--- config.mk ---
export PLATFORM = sky130hd
export DESIGN_NAME = system_clock_reset_control
export DESIGN_NICKNAME = d
export VERILOG_FILES = /design/src/inc/sys_ctrl_pkg.sv /design/src/rtl/system_clock_reset_control.sv
export SDC_FILE = /design/constraint.sdc
export NUM_CORES = 1
export LEC_CHECK = 0
export BUFFER_PORTS_ARGS = -buffer_cell sky130_fd_sc_hd__buf_2
export CAP_MARGIN = 20
export CORE_ASPECT_RATIO = 0.75
export CORE_MARGIN = 1.5
export CORE_UTILIZATION = 45
export CTS_CLUSTER_SIZE = 10
export DETAILED_ROUTE_END_ITERATION = 10
export PLACE_DENSITY = 0.69
export SLEW_MARGIN = 20
export SYNTH_ARGS = -nofsm -noshare
export SYNTH_HDL_FRONTEND = slang
export SYNTH_SLANG_ARGS = --single-unit
--- constraint.sdc ---
create_clock -name pclk -period 6.8 [get_ports pclk]
set_clock_uncertainty 0.15 [all_clocks]
set_input_delay 1.02 -clock pclk [delete_from_list [all_inputs] [get_ports pclk]]
set_output_delay 1.02 -clock pclk [all_outputs]
set_load 0.02 [all_outputs]
--- src/inc/sys_ctrl_pkg.sv ---
// Constants, register map and carrier types of the system clock and reset control
// What this block does
// - Machine cycle lasts timing-select code plus one oscillator clocks, one to eight.
// - Timing select resets to 001 (register 10h); rewrites take effect at once.
// - Clock-output field drives port 3 bit 4: pin, clock, clock/2, clock/4.
// - Hardware reset held 25, 200, 100, 50, 16, 8 or 4 ms by configuration.
// - Key writes 55h, AAh, 5Ah in order unlock the soft-reset trigger.
// - Trigger register ignores writes until the key sequence completes.
// - Unlocked, writing FFh resets the chip; 00h to FEh only relocks the trigger.
// - Software reset request is ORed with the hardware reset sources.
// - Trigger register returns to 00h when the software reset ends.
// - Power-on reset sets cause bit 0 until software clears it.
// - Low-voltage reset sets cause bit 1 until software clears it.
// - Software reset sets cause bit 2 until software clears it.
// - Watchdog reset sets cause bit 3 until software clears it.
// - Internal low-voltage source sets cause bit 6 until software clears it.
// - Initialization stage after reset runs from the undivided 16 MHz clock.
// - Normal clock is the oscillator divided to 16, 8, 4, 2 or 1 MHz.
package sys_ctrl_pkg;
  // Register indices; byte address is four times the index
  localparam logic [9:0] IDX_CLOCK_TIMING_CONTROL = 10'h08e;
  localparam logic [9:0] IDX_RESET_CAUSE_STATUS   = 10'h0a1;
  localparam logic [9:0] IDX_SOFT_RESET_TRIGGER   = 10'h0e7;
  localparam logic [9:0] IDX_ACCESS_KEY           = 10'h0f7;
  localparam logic [9:0] IDX_BOOT_CONFIG          = 10'h100;
  localparam logic [9:0] IDX_EVENT_STATUS         = 10'h101;
  localparam logic [9:0] IDX_EVENT_MASK           = 10'h102;

  localparam logic [7:0] RST_CLOCK_TIMING_CONTROL = 8'h10;
  localparam logic [7:0] RST_BYTE_ZERO            = 8'h00;
  localparam logic [7:0] CTC_WRITE_MASK           = 8'h73;
  localparam int         CTC_TIMING_LSB           = 4;
  localparam int         CTC_PINSEL_LSB           = 0;
  localparam logic [7:0] CAUSE_WRITE_MASK         = 8'h4f;
  localparam int         CAUSE_POWER_ON           = 0;
  localparam int         CAUSE_LOW_VOLTAGE        = 1;
  localparam int         CAUSE_SOFTWARE           = 2;
  localparam int         CAUSE_WATCHDOG           = 3;
  localparam int         CAUSE_INTERNAL_LV        = 6;

  localparam logic [7:0] KEY_FIRST                = 8'h55;
  localparam logic [7:0] KEY_SECOND               = 8'haa;
  localparam logic [7:0] KEY_THIRD                = 8'h5a;
  localparam logic [7:0] TRIGGER_FIRE             = 8'hff;

  // Boot configuration: bits 2:0 reset time select, bits 6:4 clock select
  localparam int         CFG_HOLD_LSB             = 0;
  localparam int         CFG_CLK_LSB              = 4;
  localparam logic [7:0] RST_BOOT_CONFIG          = 8'h00;
  localparam logic [7:0] CFG_WRITE_MASK           = 8'h77;

  // Event bits: reset done, unlock granted, key sequence broken
  localparam int         EVT_RESET_DONE           = 0;
  localparam int         EVT_UNLOCKED             = 1;
  localparam int         EVT_KEY_ERROR            = 2;
  localparam logic [7:0] EVT_WRITE_MASK           = 8'h07;

  localparam int unsigned CLK_KHZ   = 125000;
  localparam int unsigned HOLD_25_MS  = 25;
  localparam int unsigned HOLD_200_MS = 200;
  localparam int unsigned HOLD_100_MS = 100;
  localparam int unsigned HOLD_50_MS  = 50;
  localparam int unsigned HOLD_16_MS  = 16;
  localparam int unsigned HOLD_8_MS   = 8;
  localparam int unsigned HOLD_4_MS   = 4;
  localparam int unsigned HOLD_25_CYCLES  = HOLD_25_MS * CLK_KHZ;
  localparam int unsigned HOLD_200_CYCLES = HOLD_200_MS * CLK_KHZ;
  localparam int unsigned HOLD_100_CYCLES = HOLD_100_MS * CLK_KHZ;
  localparam int unsigned HOLD_50_CYCLES  = HOLD_50_MS * CLK_KHZ;
  localparam int unsigned HOLD_16_CYCLES  = HOLD_16_MS * CLK_KHZ;
  localparam int unsigned HOLD_8_CYCLES   = HOLD_8_MS * CLK_KHZ;
  localparam int unsigned HOLD_4_CYCLES   = HOLD_4_MS * CLK_KHZ;
  localparam int          HOLD_W          = 25;
  localparam logic [7:0]  INIT_CYCLES     = 8'h10;

  typedef enum logic [1:0] {
    SEQ_HOLD = 2'b00,
    SEQ_INIT = 2'b01,
    SEQ_RUN  = 2'b11
  } seq_state_t;

  typedef enum logic [1:0] {
    KEY_IDLE  = 2'b00,
    KEY_GOT1  = 2'b01,
    KEY_GOT2  = 2'b11,
    KEY_OPEN  = 2'b10
  } key_state_t;

  typedef struct packed {
    logic internal_low_voltage;
    logic watchdog;
    logic low_voltage;
    logic power_on;
  } reset_sources_t;

  typedef struct packed {
    logic out;
    logic oe_n;
  } pin_drive_t;
endpackage

--- src/rtl/system_clock_reset_control.sv ---
// System clock, reset sequencing, software reset and reset cause logic
`timescale 1ns/1ns
module system_clock_reset_control #(
  parameter int unsigned HOLD_25_CYC  = sys_ctrl_pkg::HOLD_25_CYCLES,
  parameter int unsigned HOLD_200_CYC = sys_ctrl_pkg::HOLD_200_CYCLES,
  parameter int unsigned HOLD_100_CYC = sys_ctrl_pkg::HOLD_100_CYCLES,
  parameter int unsigned HOLD_50_CYC  = sys_ctrl_pkg::HOLD_50_CYCLES,
  parameter int unsigned HOLD_16_CYC  = sys_ctrl_pkg::HOLD_16_CYCLES,
  parameter int unsigned HOLD_8_CYC   = sys_ctrl_pkg::HOLD_8_CYCLES,
  parameter int unsigned HOLD_4_CYC   = sys_ctrl_pkg::HOLD_4_CYCLES
) (
  input  wire logic                         pclk,
  input  wire logic                         presetn,
  input  wire logic                         psel,
  input  wire logic                         penable,
  input  wire logic                         pwrite,
  input  wire logic [11:0]                  paddr,
  input  wire logic [31:0]                  pwdata,
  output logic      [31:0]                  prdata,
  output logic                              pready,
  output logic                              pslverr,
  input  wire sys_ctrl_pkg::reset_sources_t reset_sources,
  input  wire sys_ctrl_pkg::pin_drive_t     port3_bit4_gpio,
  output sys_ctrl_pkg::pin_drive_t          port3_bit4_pin,
  output logic                              chip_reset_n,
  output logic                              osc_tick,
  output logic                              machine_cycle_tick,
  output logic                              irq
);
  import sys_ctrl_pkg::*;

  seq_state_t       seq_state;
  key_state_t       key_state;
  logic [HOLD_W-1:0] hold_count;
  logic [7:0]       init_count;
  logic [7:0]       clock_timing_control;
  logic [7:0]       reset_cause_status;
  logic [7:0]       soft_reset_trigger;
  logic [7:0]       access_key;
  logic [7:0]       boot_config;
  logic [7:0]       event_status;
  logic [7:0]       event_mask;
  logic             power_on_seen;
  logic [4:0]       osc_count;
  logic [2:0]       mc_count;
  logic [1:0]       co_count;
  logic             co_level;

  logic       wr_en;
  logic       setup;
  logic [9:0] idx;
  logic [7:0] wbyte;
  logic       soft_fire;
  logic       hw_reset;
  logic       any_reset;
  logic       hold_done;
  logic       key_error;
  logic       key_grant;
  logic [7:0] cause_set;
  logic [7:0] evt_set;
  logic       mapped;
  logic [7:0] rbyte;
  logic [4:0] osc_div;

  function automatic logic [HOLD_W-1:0] hold_cycles(input logic [2:0] sel);
    int unsigned c;
    case (sel)
      3'h1:    c = HOLD_200_CYC;
      3'h2:    c = HOLD_100_CYC;
      3'h3:    c = HOLD_50_CYC;
      3'h4:    c = HOLD_16_CYC;
      3'h5:    c = HOLD_8_CYC;
      3'h6:    c = HOLD_4_CYC;
      default: c = HOLD_25_CYC;
    endcase
    // Never below one cycle of hold
    if (c == 0)
    begin
      c = 1;
    end
    return HOLD_W'(c - 1);
  endfunction

  localparam logic [HOLD_W-1:0] HOLD_AT_RESET = hold_cycles(3'h0);

  // Divide ratio of the oscillator, 16 MHz base down to 1 MHz
  function automatic logic [4:0] clock_divisor(input logic [2:0] sel);
    logic [4:0] d;
    case (sel)
      3'h1:    d = 5'h02;
      3'h2:    d = 5'h04;
      3'h3:    d = 5'h08;
      3'h4:    d = 5'h10;
      default: d = 5'h01;
    endcase
    return d;
  endfunction

  assign setup  = psel & ~penable;
  assign wr_en  = psel & penable & pwrite & (seq_state != SEQ_HOLD);
  assign idx    = paddr[11:2];
  assign wbyte  = pwdata[7:0];
  assign pready = 1'b1;

  assign soft_fire = wr_en && (idx == IDX_SOFT_RESET_TRIGGER) && (key_state == KEY_OPEN)
                     && (wbyte == TRIGGER_FIRE);
  assign hw_reset  = reset_sources.power_on | reset_sources.low_voltage
                     | reset_sources.watchdog | reset_sources.internal_low_voltage;
  assign any_reset = hw_reset | soft_fire;
  assign hold_done = (seq_state == SEQ_HOLD) && (hold_count == '0) && !any_reset;

  // Reset sequencer: hold, then a short initialization stage, then run
  always_ff @(posedge pclk or negedge presetn)
  begin
    if (!presetn)
    begin
      seq_state  <= SEQ_HOLD;
      hold_count <= HOLD_AT_RESET;
      init_count <= '0;
    end
    else
    begin
      case (seq_state)
        SEQ_HOLD:
        begin
          if (any_reset)
          begin
            hold_count <= hold_cycles(boot_config[CFG_HOLD_LSB +: 3]);
          end
          else if (hold_count != '0)
          begin
            hold_count <= hold_count - 1'b1;
          end
          else
          begin
            seq_state  <= SEQ_INIT;
            init_count <= INIT_CYCLES;
          end
        end
        SEQ_INIT:
        begin
          if (any_reset)
          begin
            seq_state  <= SEQ_HOLD;
            hold_count <= hold_cycles(boot_config[CFG_HOLD_LSB +: 3]);
          end
          else if (init_count == '0)
          begin
            seq_state <= SEQ_RUN;
          end
          else
          begin
            init_count <= init_count - 1'b1;
          end
        end
        SEQ_RUN:
        begin
          if (any_reset)
          begin
            seq_state  <= SEQ_HOLD;
            hold_count <= hold_cycles(boot_config[CFG_HOLD_LSB +: 3]);
          end
        end
        default:
        begin
          seq_state  <= SEQ_HOLD;
          hold_count <= hold_cycles(boot_config[CFG_HOLD_LSB +: 3]);
        end
      endcase
    end
  end

  always_ff @(posedge pclk or negedge presetn)
  begin
    if (!presetn)
    begin
      chip_reset_n <= 1'b0;
    end
    else
    begin
      chip_reset_n <= (seq_state != SEQ_HOLD) && !any_reset;
    end
  end

  // Power-on is seen on the first edge after release of presetn
  always_ff @(posedge pclk or negedge presetn)
  begin
    if (!presetn)
    begin
      power_on_seen <= 1'b0;
    end
    else
    begin
      power_on_seen <= 1'b1;
    end
  end

  always_comb
  begin
    cause_set = '0;
    cause_set[CAUSE_POWER_ON]    = !power_on_seen | reset_sources.power_on;
    cause_set[CAUSE_LOW_VOLTAGE] = reset_sources.low_voltage;
    cause_set[CAUSE_SOFTWARE]    = soft_fire;
    cause_set[CAUSE_WATCHDOG]    = reset_sources.watchdog;
    cause_set[CAUSE_INTERNAL_LV] = reset_sources.internal_low_voltage;
  end

  // Cause flags survive the chip reset they record; only presetn or a software write clears them
  always_ff @(posedge pclk or negedge presetn)
  begin
    if (!presetn)
    begin
      reset_cause_status <= RST_BYTE_ZERO;
    end
    else if (psel && penable && pwrite && idx == IDX_RESET_CAUSE_STATUS)
    begin
      reset_cause_status <= ((reset_cause_status & wbyte) | cause_set) & CAUSE_WRITE_MASK;
    end
    else
    begin
      reset_cause_status <= reset_cause_status | cause_set;
    end
  end

  // Unlock sequence; the chip reset puts it back to idle
  always_comb
  begin
    key_error = 1'b0;
    key_grant = 1'b0;
    if (wr_en && idx == IDX_ACCESS_KEY)
    begin
      case (key_state)
        KEY_GOT1: key_error = (wbyte != KEY_SECOND);
        KEY_GOT2:
        begin
          key_error = (wbyte != KEY_THIRD);
          key_grant = (wbyte == KEY_THIRD);
        end
        default:  key_error = (wbyte != KEY_FIRST);
      endcase
    end
  end

  always_ff @(posedge pclk or negedge presetn)
  begin
    if (!presetn)
    begin
      key_state  <= KEY_IDLE;
      access_key <= RST_BYTE_ZERO;
    end
    else if (seq_state == SEQ_HOLD)
    begin
      key_state  <= KEY_IDLE;
      access_key <= RST_BYTE_ZERO;
    end
    else if (wr_en && idx == IDX_ACCESS_KEY)
    begin
      access_key <= wbyte;
      case (key_state)
        KEY_GOT1: key_state <= (wbyte == KEY_SECOND) ? KEY_GOT2
                             : (wbyte == KEY_FIRST) ? KEY_GOT1 : KEY_IDLE;
        KEY_GOT2: key_state <= (wbyte == KEY_THIRD) ? KEY_OPEN
                             : (wbyte == KEY_FIRST) ? KEY_GOT1 : KEY_IDLE;
        default:  key_state <= (wbyte == KEY_FIRST) ? KEY_GOT1 : KEY_IDLE;
      endcase
    end
    else if (wr_en && idx == IDX_SOFT_RESET_TRIGGER && key_state == KEY_OPEN)
    begin
      // One trigger write uses up the permission
      key_state <= KEY_IDLE;
    end
  end

  always_ff @(posedge pclk or negedge presetn)
  begin
    if (!presetn)
    begin
      soft_reset_trigger <= RST_BYTE_ZERO;
    end
    else if (soft_fire)
    begin
      soft_reset_trigger <= TRIGGER_FIRE;
    end
    else if (hold_done)
    begin
      soft_reset_trigger <= RST_BYTE_ZERO;
    end
  end

  always_ff @(posedge pclk or negedge presetn)
  begin
    if (!presetn)
    begin
      clock_timing_control <= RST_CLOCK_TIMING_CONTROL;
    end
    else if (seq_state == SEQ_HOLD)
    begin
      clock_timing_control <= RST_CLOCK_TIMING_CONTROL;
    end
    else if (wr_en && idx == IDX_CLOCK_TIMING_CONTROL)
    begin
      clock_timing_control <= wbyte & CTC_WRITE_MASK;
    end
  end

  // Stands for the writer-programmed options, so chip reset keeps it
  always_ff @(posedge pclk or negedge presetn)
  begin
    if (!presetn)
    begin
      boot_config <= RST_BOOT_CONFIG;
    end
    else if (wr_en && idx == IDX_BOOT_CONFIG)
    begin
      boot_config <= wbyte & CFG_WRITE_MASK;
    end
  end

  always_comb
  begin
    evt_set                 = '0;
    evt_set[EVT_RESET_DONE] = hold_done;
    evt_set[EVT_UNLOCKED]   = key_grant;
    evt_set[EVT_KEY_ERROR]  = key_error;
  end

  always_ff @(posedge pclk or negedge presetn)
  begin
    if (!presetn)
    begin
      event_status <= RST_BYTE_ZERO;
      event_mask   <= RST_BYTE_ZERO;
    end
    else
    begin
      if (psel && penable && pwrite && idx == IDX_EVENT_STATUS)
      begin
        event_status <= (event_status & ~wbyte) | evt_set;
      end
      else
      begin
        event_status <= event_status | evt_set;
      end
      if (psel && penable && pwrite && idx == IDX_EVENT_MASK)
      begin
        event_mask <= wbyte & EVT_WRITE_MASK;
      end
    end
  end

  always_ff @(posedge pclk or negedge presetn)
  begin
    if (!presetn)
    begin
      irq <= 1'b0;
    end
    else
    begin
      irq <= |(event_status & event_mask);
    end
  end

  assign osc_div = (seq_state == SEQ_RUN) ? clock_divisor(boot_config[CFG_CLK_LSB +: 3])
                                          : 5'h01;

  always_ff @(posedge pclk or negedge presetn)
  begin
    if (!presetn)
    begin
      osc_count <= '0;
      osc_tick  <= 1'b0;
    end
    else if (seq_state == SEQ_HOLD)
    begin
      osc_count <= '0;
      osc_tick  <= 1'b0;
    end
    else if (osc_count >= osc_div - 5'h01)
    begin
      osc_count <= '0;
      osc_tick  <= 1'b1;
    end
    else
    begin
      osc_count <= osc_count + 5'h01;
      osc_tick  <= 1'b0;
    end
  end

  // Machine cycle length
  // The compare against the live field lets a shorter setting take effect at once
  always_ff @(posedge pclk or negedge presetn)
  begin
    if (!presetn)
    begin
      mc_count           <= '0;
      machine_cycle_tick <= 1'b0;
    end
    else if (seq_state == SEQ_HOLD)
    begin
      mc_count           <= '0;
      machine_cycle_tick <= 1'b0;
    end
    else if (!osc_tick)
    begin
      machine_cycle_tick <= 1'b0;
    end
    else if (mc_count >= clock_timing_control[CTC_TIMING_LSB +: 3])
    begin
      mc_count           <= '0;
      machine_cycle_tick <= 1'b1;
    end
    else
    begin
      mc_count           <= mc_count + 3'h1;
      machine_cycle_tick <= 1'b0;
    end
  end

  always_ff @(posedge pclk or negedge presetn)
  begin
    if (!presetn)
    begin
      co_count <= '0;
      co_level <= 1'b0;
    end
    else if (seq_state == SEQ_HOLD)
    begin
      co_count <= '0;
      co_level <= 1'b0;
    end
    else if (osc_tick)
    begin
      co_count <= co_count + 2'h1;
      case (clock_timing_control[CTC_PINSEL_LSB +: 2])
        2'h1:    co_level <= ~co_level;
        2'h2:    co_level <= co_level ^ co_count[0];
        2'h3:    co_level <= co_level ^ (co_count == 2'h3);
        default: co_level <= 1'b0;
      endcase
    end
  end

  always_ff @(posedge pclk or negedge presetn)
  begin
    if (!presetn)
    begin
      port3_bit4_pin <= '{out: 1'b0, oe_n: 1'b1};
    end
    else if (seq_state == SEQ_HOLD)
    begin
      port3_bit4_pin <= '{out: 1'b0, oe_n: 1'b1};
    end
    else if (clock_timing_control[CTC_PINSEL_LSB +: 2] == 2'h0)
    begin
      port3_bit4_pin <= port3_bit4_gpio;
    end
    else
    begin
      port3_bit4_pin <= '{out: co_level, oe_n: 1'b0};
    end
  end

  always_comb
  begin
    mapped = 1'b1;
    case (idx)
      IDX_CLOCK_TIMING_CONTROL: rbyte = clock_timing_control;
      IDX_RESET_CAUSE_STATUS:   rbyte = reset_cause_status;
      IDX_SOFT_RESET_TRIGGER:   rbyte = soft_reset_trigger;
      IDX_ACCESS_KEY:           rbyte = access_key;
      IDX_BOOT_CONFIG:          rbyte = boot_config;
      IDX_EVENT_STATUS:         rbyte = event_status;
      IDX_EVENT_MASK:           rbyte = event_mask;
      default:
      begin
        rbyte  = RST_BYTE_ZERO;
        mapped = 1'b0;
      end
    endcase
  end

  // Read data and error are captured in the setup cycle so they come from flops
  always_ff @(posedge pclk or negedge presetn)
  begin
    if (!presetn)
    begin
      prdata  <= '0;
      pslverr <= 1'b0;
    end
    else if (setup)
    begin
      prdata  <= pwrite ? 32'h0000_0000 : {24'h00_0000, rbyte};
      pslverr <= !mapped;
    end
  end
endmodule

==> flow_metrics.py <==
metrics = {
    "pwr": {
        "power_frac_seq_pct": 49.9,
        "p_leak_nw": 2.839,
        "p_clk_share_pct": 44.3,
        "power-per-cell-area_mw_per_mm2": 182.0,
        "combPwrFrac_pct": 5.8,
        "irDropWorstVdd_uv": 114.9,
        "switching_share_pct": 24.81,
        "power.switching_mw": 0.3000,
        "p_int_mw": 0.9093,
    },
    "sta": {
        "rsz0062_at_grt": "no",
        "min_period_over_period_pct": 50.75,
        "period_minus_slack_ns": 3.451,
        "finalHoldViolations": 0,
        "tightestPinTransition_ns": 0.9975,
        "slew_viol_final": 0,
        "fmax_mhz": 289.8,
        "setup_viol": 0,
        "relSlewSlack_pct": 33.34,
        "fin_tns_setup_ns": 0,
    },
    "finish": {
        "syn2layout_area_growth_pct": 8.678,
        "num-fill-cells": 1218,
        "post-route-util_pct": 50.69,
        "final_cell_mix": "89 x nand2_1, 84 x dfrtp_1, 64 x o21ai_0, 64 x a21oi_1, 52 x nor2_1",
        "drive_gt1_share_pct": 15.12,
        "nets": 805,
        "stdcell_count": 905,
        "antennaDiodeCount": 0,
        "layout_commonest_cell": "nand2_1",
    },
    "yosys": {
        "synthArstFlopShare_pct": 100.0,
        "synth_xor_area_share_pct": 1.433,
        "synthesis.area_mm2": 0.006113,
        "ys_ff_latch": 100,
        "yosysUniqueCellTypes": 68,
        "muxShareOfSynthArea_pct": 3.152,
        "syn_inst": 708,
        "synthFlopType": "dfrtp_1",
        "yosys.area_share.simple_pct": 24.33,
        "yosysSeqAreaShare_pct": 41.26,
        "avgSynthCellArea_um2": 8.635,
        "synth_compound_area_share_pct": 18.54,
        "synth_edf_count": 0,
        "synth_fa_ha_area_share_pct": 4.298,
        "synth_top_family_by_area": "simple AND/OR/NAND/NOR gates",
        "synth_warnings": 0,
    },
    "critical_path": {
        "cp_max_fo": 27,
        "arrival_ns": 3.58,
        "worst-setup-path-type": "register to register",
        "critPathLaunchType": "register",
        "crit_required_ns": 6.93,
        "cp-end-kind": "register",
    },
    "die": {
        "coreArea_mm2": 0.01311,
        "num_rows": 36,
        "num_io_pins": 95,
        "start_util_pct": 46.64,
        "die_area_mm2": 0.01430,
        "die_x_um": 137.6,
        "fp.dieH_um": 103.9,
    },
    "clocking": {
        "h-tree-depth": 3,
        "cts_buffers": 9,
        "tritoncts": "done",
        "clkTransAtPathRegs_ns": 0.07,
        "cts_resized": 0,
        "postCtsHoldBufs": 0,
        "cts_max_path_buffers": 2,
        "cts_setup_buffers": 0,
        "cts_root_buf": "clkbuf_16",
        "clock_latency_ns": 0.35,
        "cts.sinks": 100,
    },
    "hold_path": {
        "min_path_type": "register to register",
    },
    "global_route": {
        "grt_max_degree": 81,
        "grt_usage_pct": 22.13,
        "grt_pass1_wl_um": 25310,
        "grt-ovfl-total": 0,
        "grt_pass1_vias": 5077,
        "antenna_found_initial": 0,
    },
    "run_status": {
        "status": "finished clean",
    },
    "placed_design": {
        "dp_hpwl_um": 10780,
        "gp_congestion": 0.8900,
        "port_buffers": 43,
        "place_inst": 889,
    },
    "route": {
        "drt-vias-per-instance": 5.917,
        "postRouteAntennaNets": 0,
        "drt_pass1_iterations": 6,
        "drc": 0,
        "vias": 5355,
        "dr.first_iter.drc_count": 409,
        "routedWlPerCell_um": 16.68,
        "wirelength_um": 15100,
    },
    "job": {
        "cap_violations": 0,
    },
}
power by group through the flow:
stage / sequential (mW) / combinational, mW / clock [mW]
2_1_floorplan: 0.615 / 0.0487 / 0
3_3_place_gp: 0.615 / 0.0682 / 0
3_5_place_dp: 0.615 / 0.0697 / 0
4_1_cts: 0.603 / 0.0698 / 0.549
5_1_grt: 0.604 / 0.0784 / 0.572
6_report: 0.604 / 0.0704 / 0.535
kinds of logic (layout without fill, tap and decap cells):
| group | count (synthesis) | count (layout) |
|---|---|---|
| AOI/OAI and AO/OA | 191 | 191 |
| xor gates and xnor gates | 10 | 10 |
| adders and majority gates | 21 | 21 |
| buffers and inverters | 83 | 85 |
| DFF | 100 | 100 |
| muxes | 18 | 18 |
| other | 2 | 26 |
| and+or+nand+nor | 283 | 283 |
critical path, cell delays in order (launching register included):
cell	delay [ns]
dfstp_2	0.39
inv_1	0.05
ha_1	0.24
nor4b_1	0.50
nand3_1	0.37
o41ai_1	0.43
nand3_2	0.52
inv_2	0.47
nor2_1	0.07
a21oi_1	0.18
routing by layer:
| layer | up-vias | part of all wire, % | GRT usage (%) |
|---|---|---|---|
| met5 | - | 0 | 0 |
| met4 | 0 | 1.1 | 6.165 |
| met3 | 15 | 7.2 | 3.704 |
| met2 | 209 | 43 | 31.36 |
| met1 | 2595 | 49 | 34.42 |
| li1 | 2536 | - | - |
synth_stat cells (4+ instances only):
cell / number / area [um2]
dfstp_2: 16 / 420.4
nand2_1: 89 / 334.1
xor2_1: 5 / 43.79
a22oi_1: 4 / 30.03
or4_1: 9 / 67.56
nor2_1: 52 / 195.2
nor3_1: 24 / 120.1
mux2i_1: 8 / 80.08
a21boi_0: 6 / 45.04
clkbuf_1: 28 / 105.1
and3_1: 4 / 25.02
o41ai_1: 4 / 35.03
or3_1: 7 / 43.79
or2_2: 4 / 25.02
o21ai_0: 64 / 320.3
nor4_1: 11 / 68.82
xnor2_1: 5 / 43.79
nand3_1: 28 / 140.1
inv_1: 20 / 75.07
a31oi_1: 6 / 37.54
nor2b_1: 5 / 31.28
nand2b_1: 12 / 75.07
mux2_2: 10 / 112.6
a21o_1: 11 / 82.58
a21oi_1: 64 / 320.3
buf_4: 26 / 195.2
ha_1: 21 / 262.8
nand4_1: 7 / 43.79
buf_2: 8 / 40.04
dfrtp_1: 84 / 2102
sequential cells by signal (all words and copies together), names as in the netlist, 2 cells and up:
signal	flops
access_key	8
boot_config	6
clock_timing_control	5
co_count	2
event_mask	3
event_status	8
hold_count	25
init_count	8
key_state	2
mc_count	3
osc_count	5
port3_bit4_pin	2
prdata	8
reset_cause_status	5
seq_state	2
final timing paths:
| check | end | from | cells after the start | slack (ns) |
|---|---|---|---|---|
| min | reset_cause_status[0] | power_on_seen | 1 | 0.29 |
| min reg2reg | reset_cause_status[0] | power_on_seen | 1 | 0.29 |
| max | hold_count[0] | hold_count[0] | 9 | 3.35 |
| min in group asynchronous | chip_reset_n | presetn | 1 | 0.40 |
| max reg2reg | hold_count[0] | hold_count[0] | 9 | 3.35 |
| max in group asynchronous | access_key[1] | presetn | 2 | 5.11 |
per-stage QoR:
step / hold slack (ns) / power (mW) / cell area [um2] / setup slack (ns)
6_report: 0.2939 / 1.209 / 6644 / 3.349
5_1_grt: 0.3080 / 1.255 / 6644 / 3.123
4_1_cts: 0.2998 / 1.222 / 6640 / 3.405
3_5_place_dp: 0.2876 / 0.6845 / 6332 / 3.141
3_3_place_gp: 0.2699 / 0.6827 / 6332 / 3.167
2_1_floorplan: 0.2612 / 0.6633 / 6203 / 3.843
final cells by class:
cell class,count,area [um2],share of cell area (%)
tap,171,214.0,3.220
timing repair buffer,48,259.0,3.898
clock buffer,9,225.2,3.390
clock inverter,7,82.58,1.243
sequential,100,2522,37.97
multi-input combinational,549,3262,49.10
inverter,21,78.83,1.186
Power figures use the tool's default switching activity.
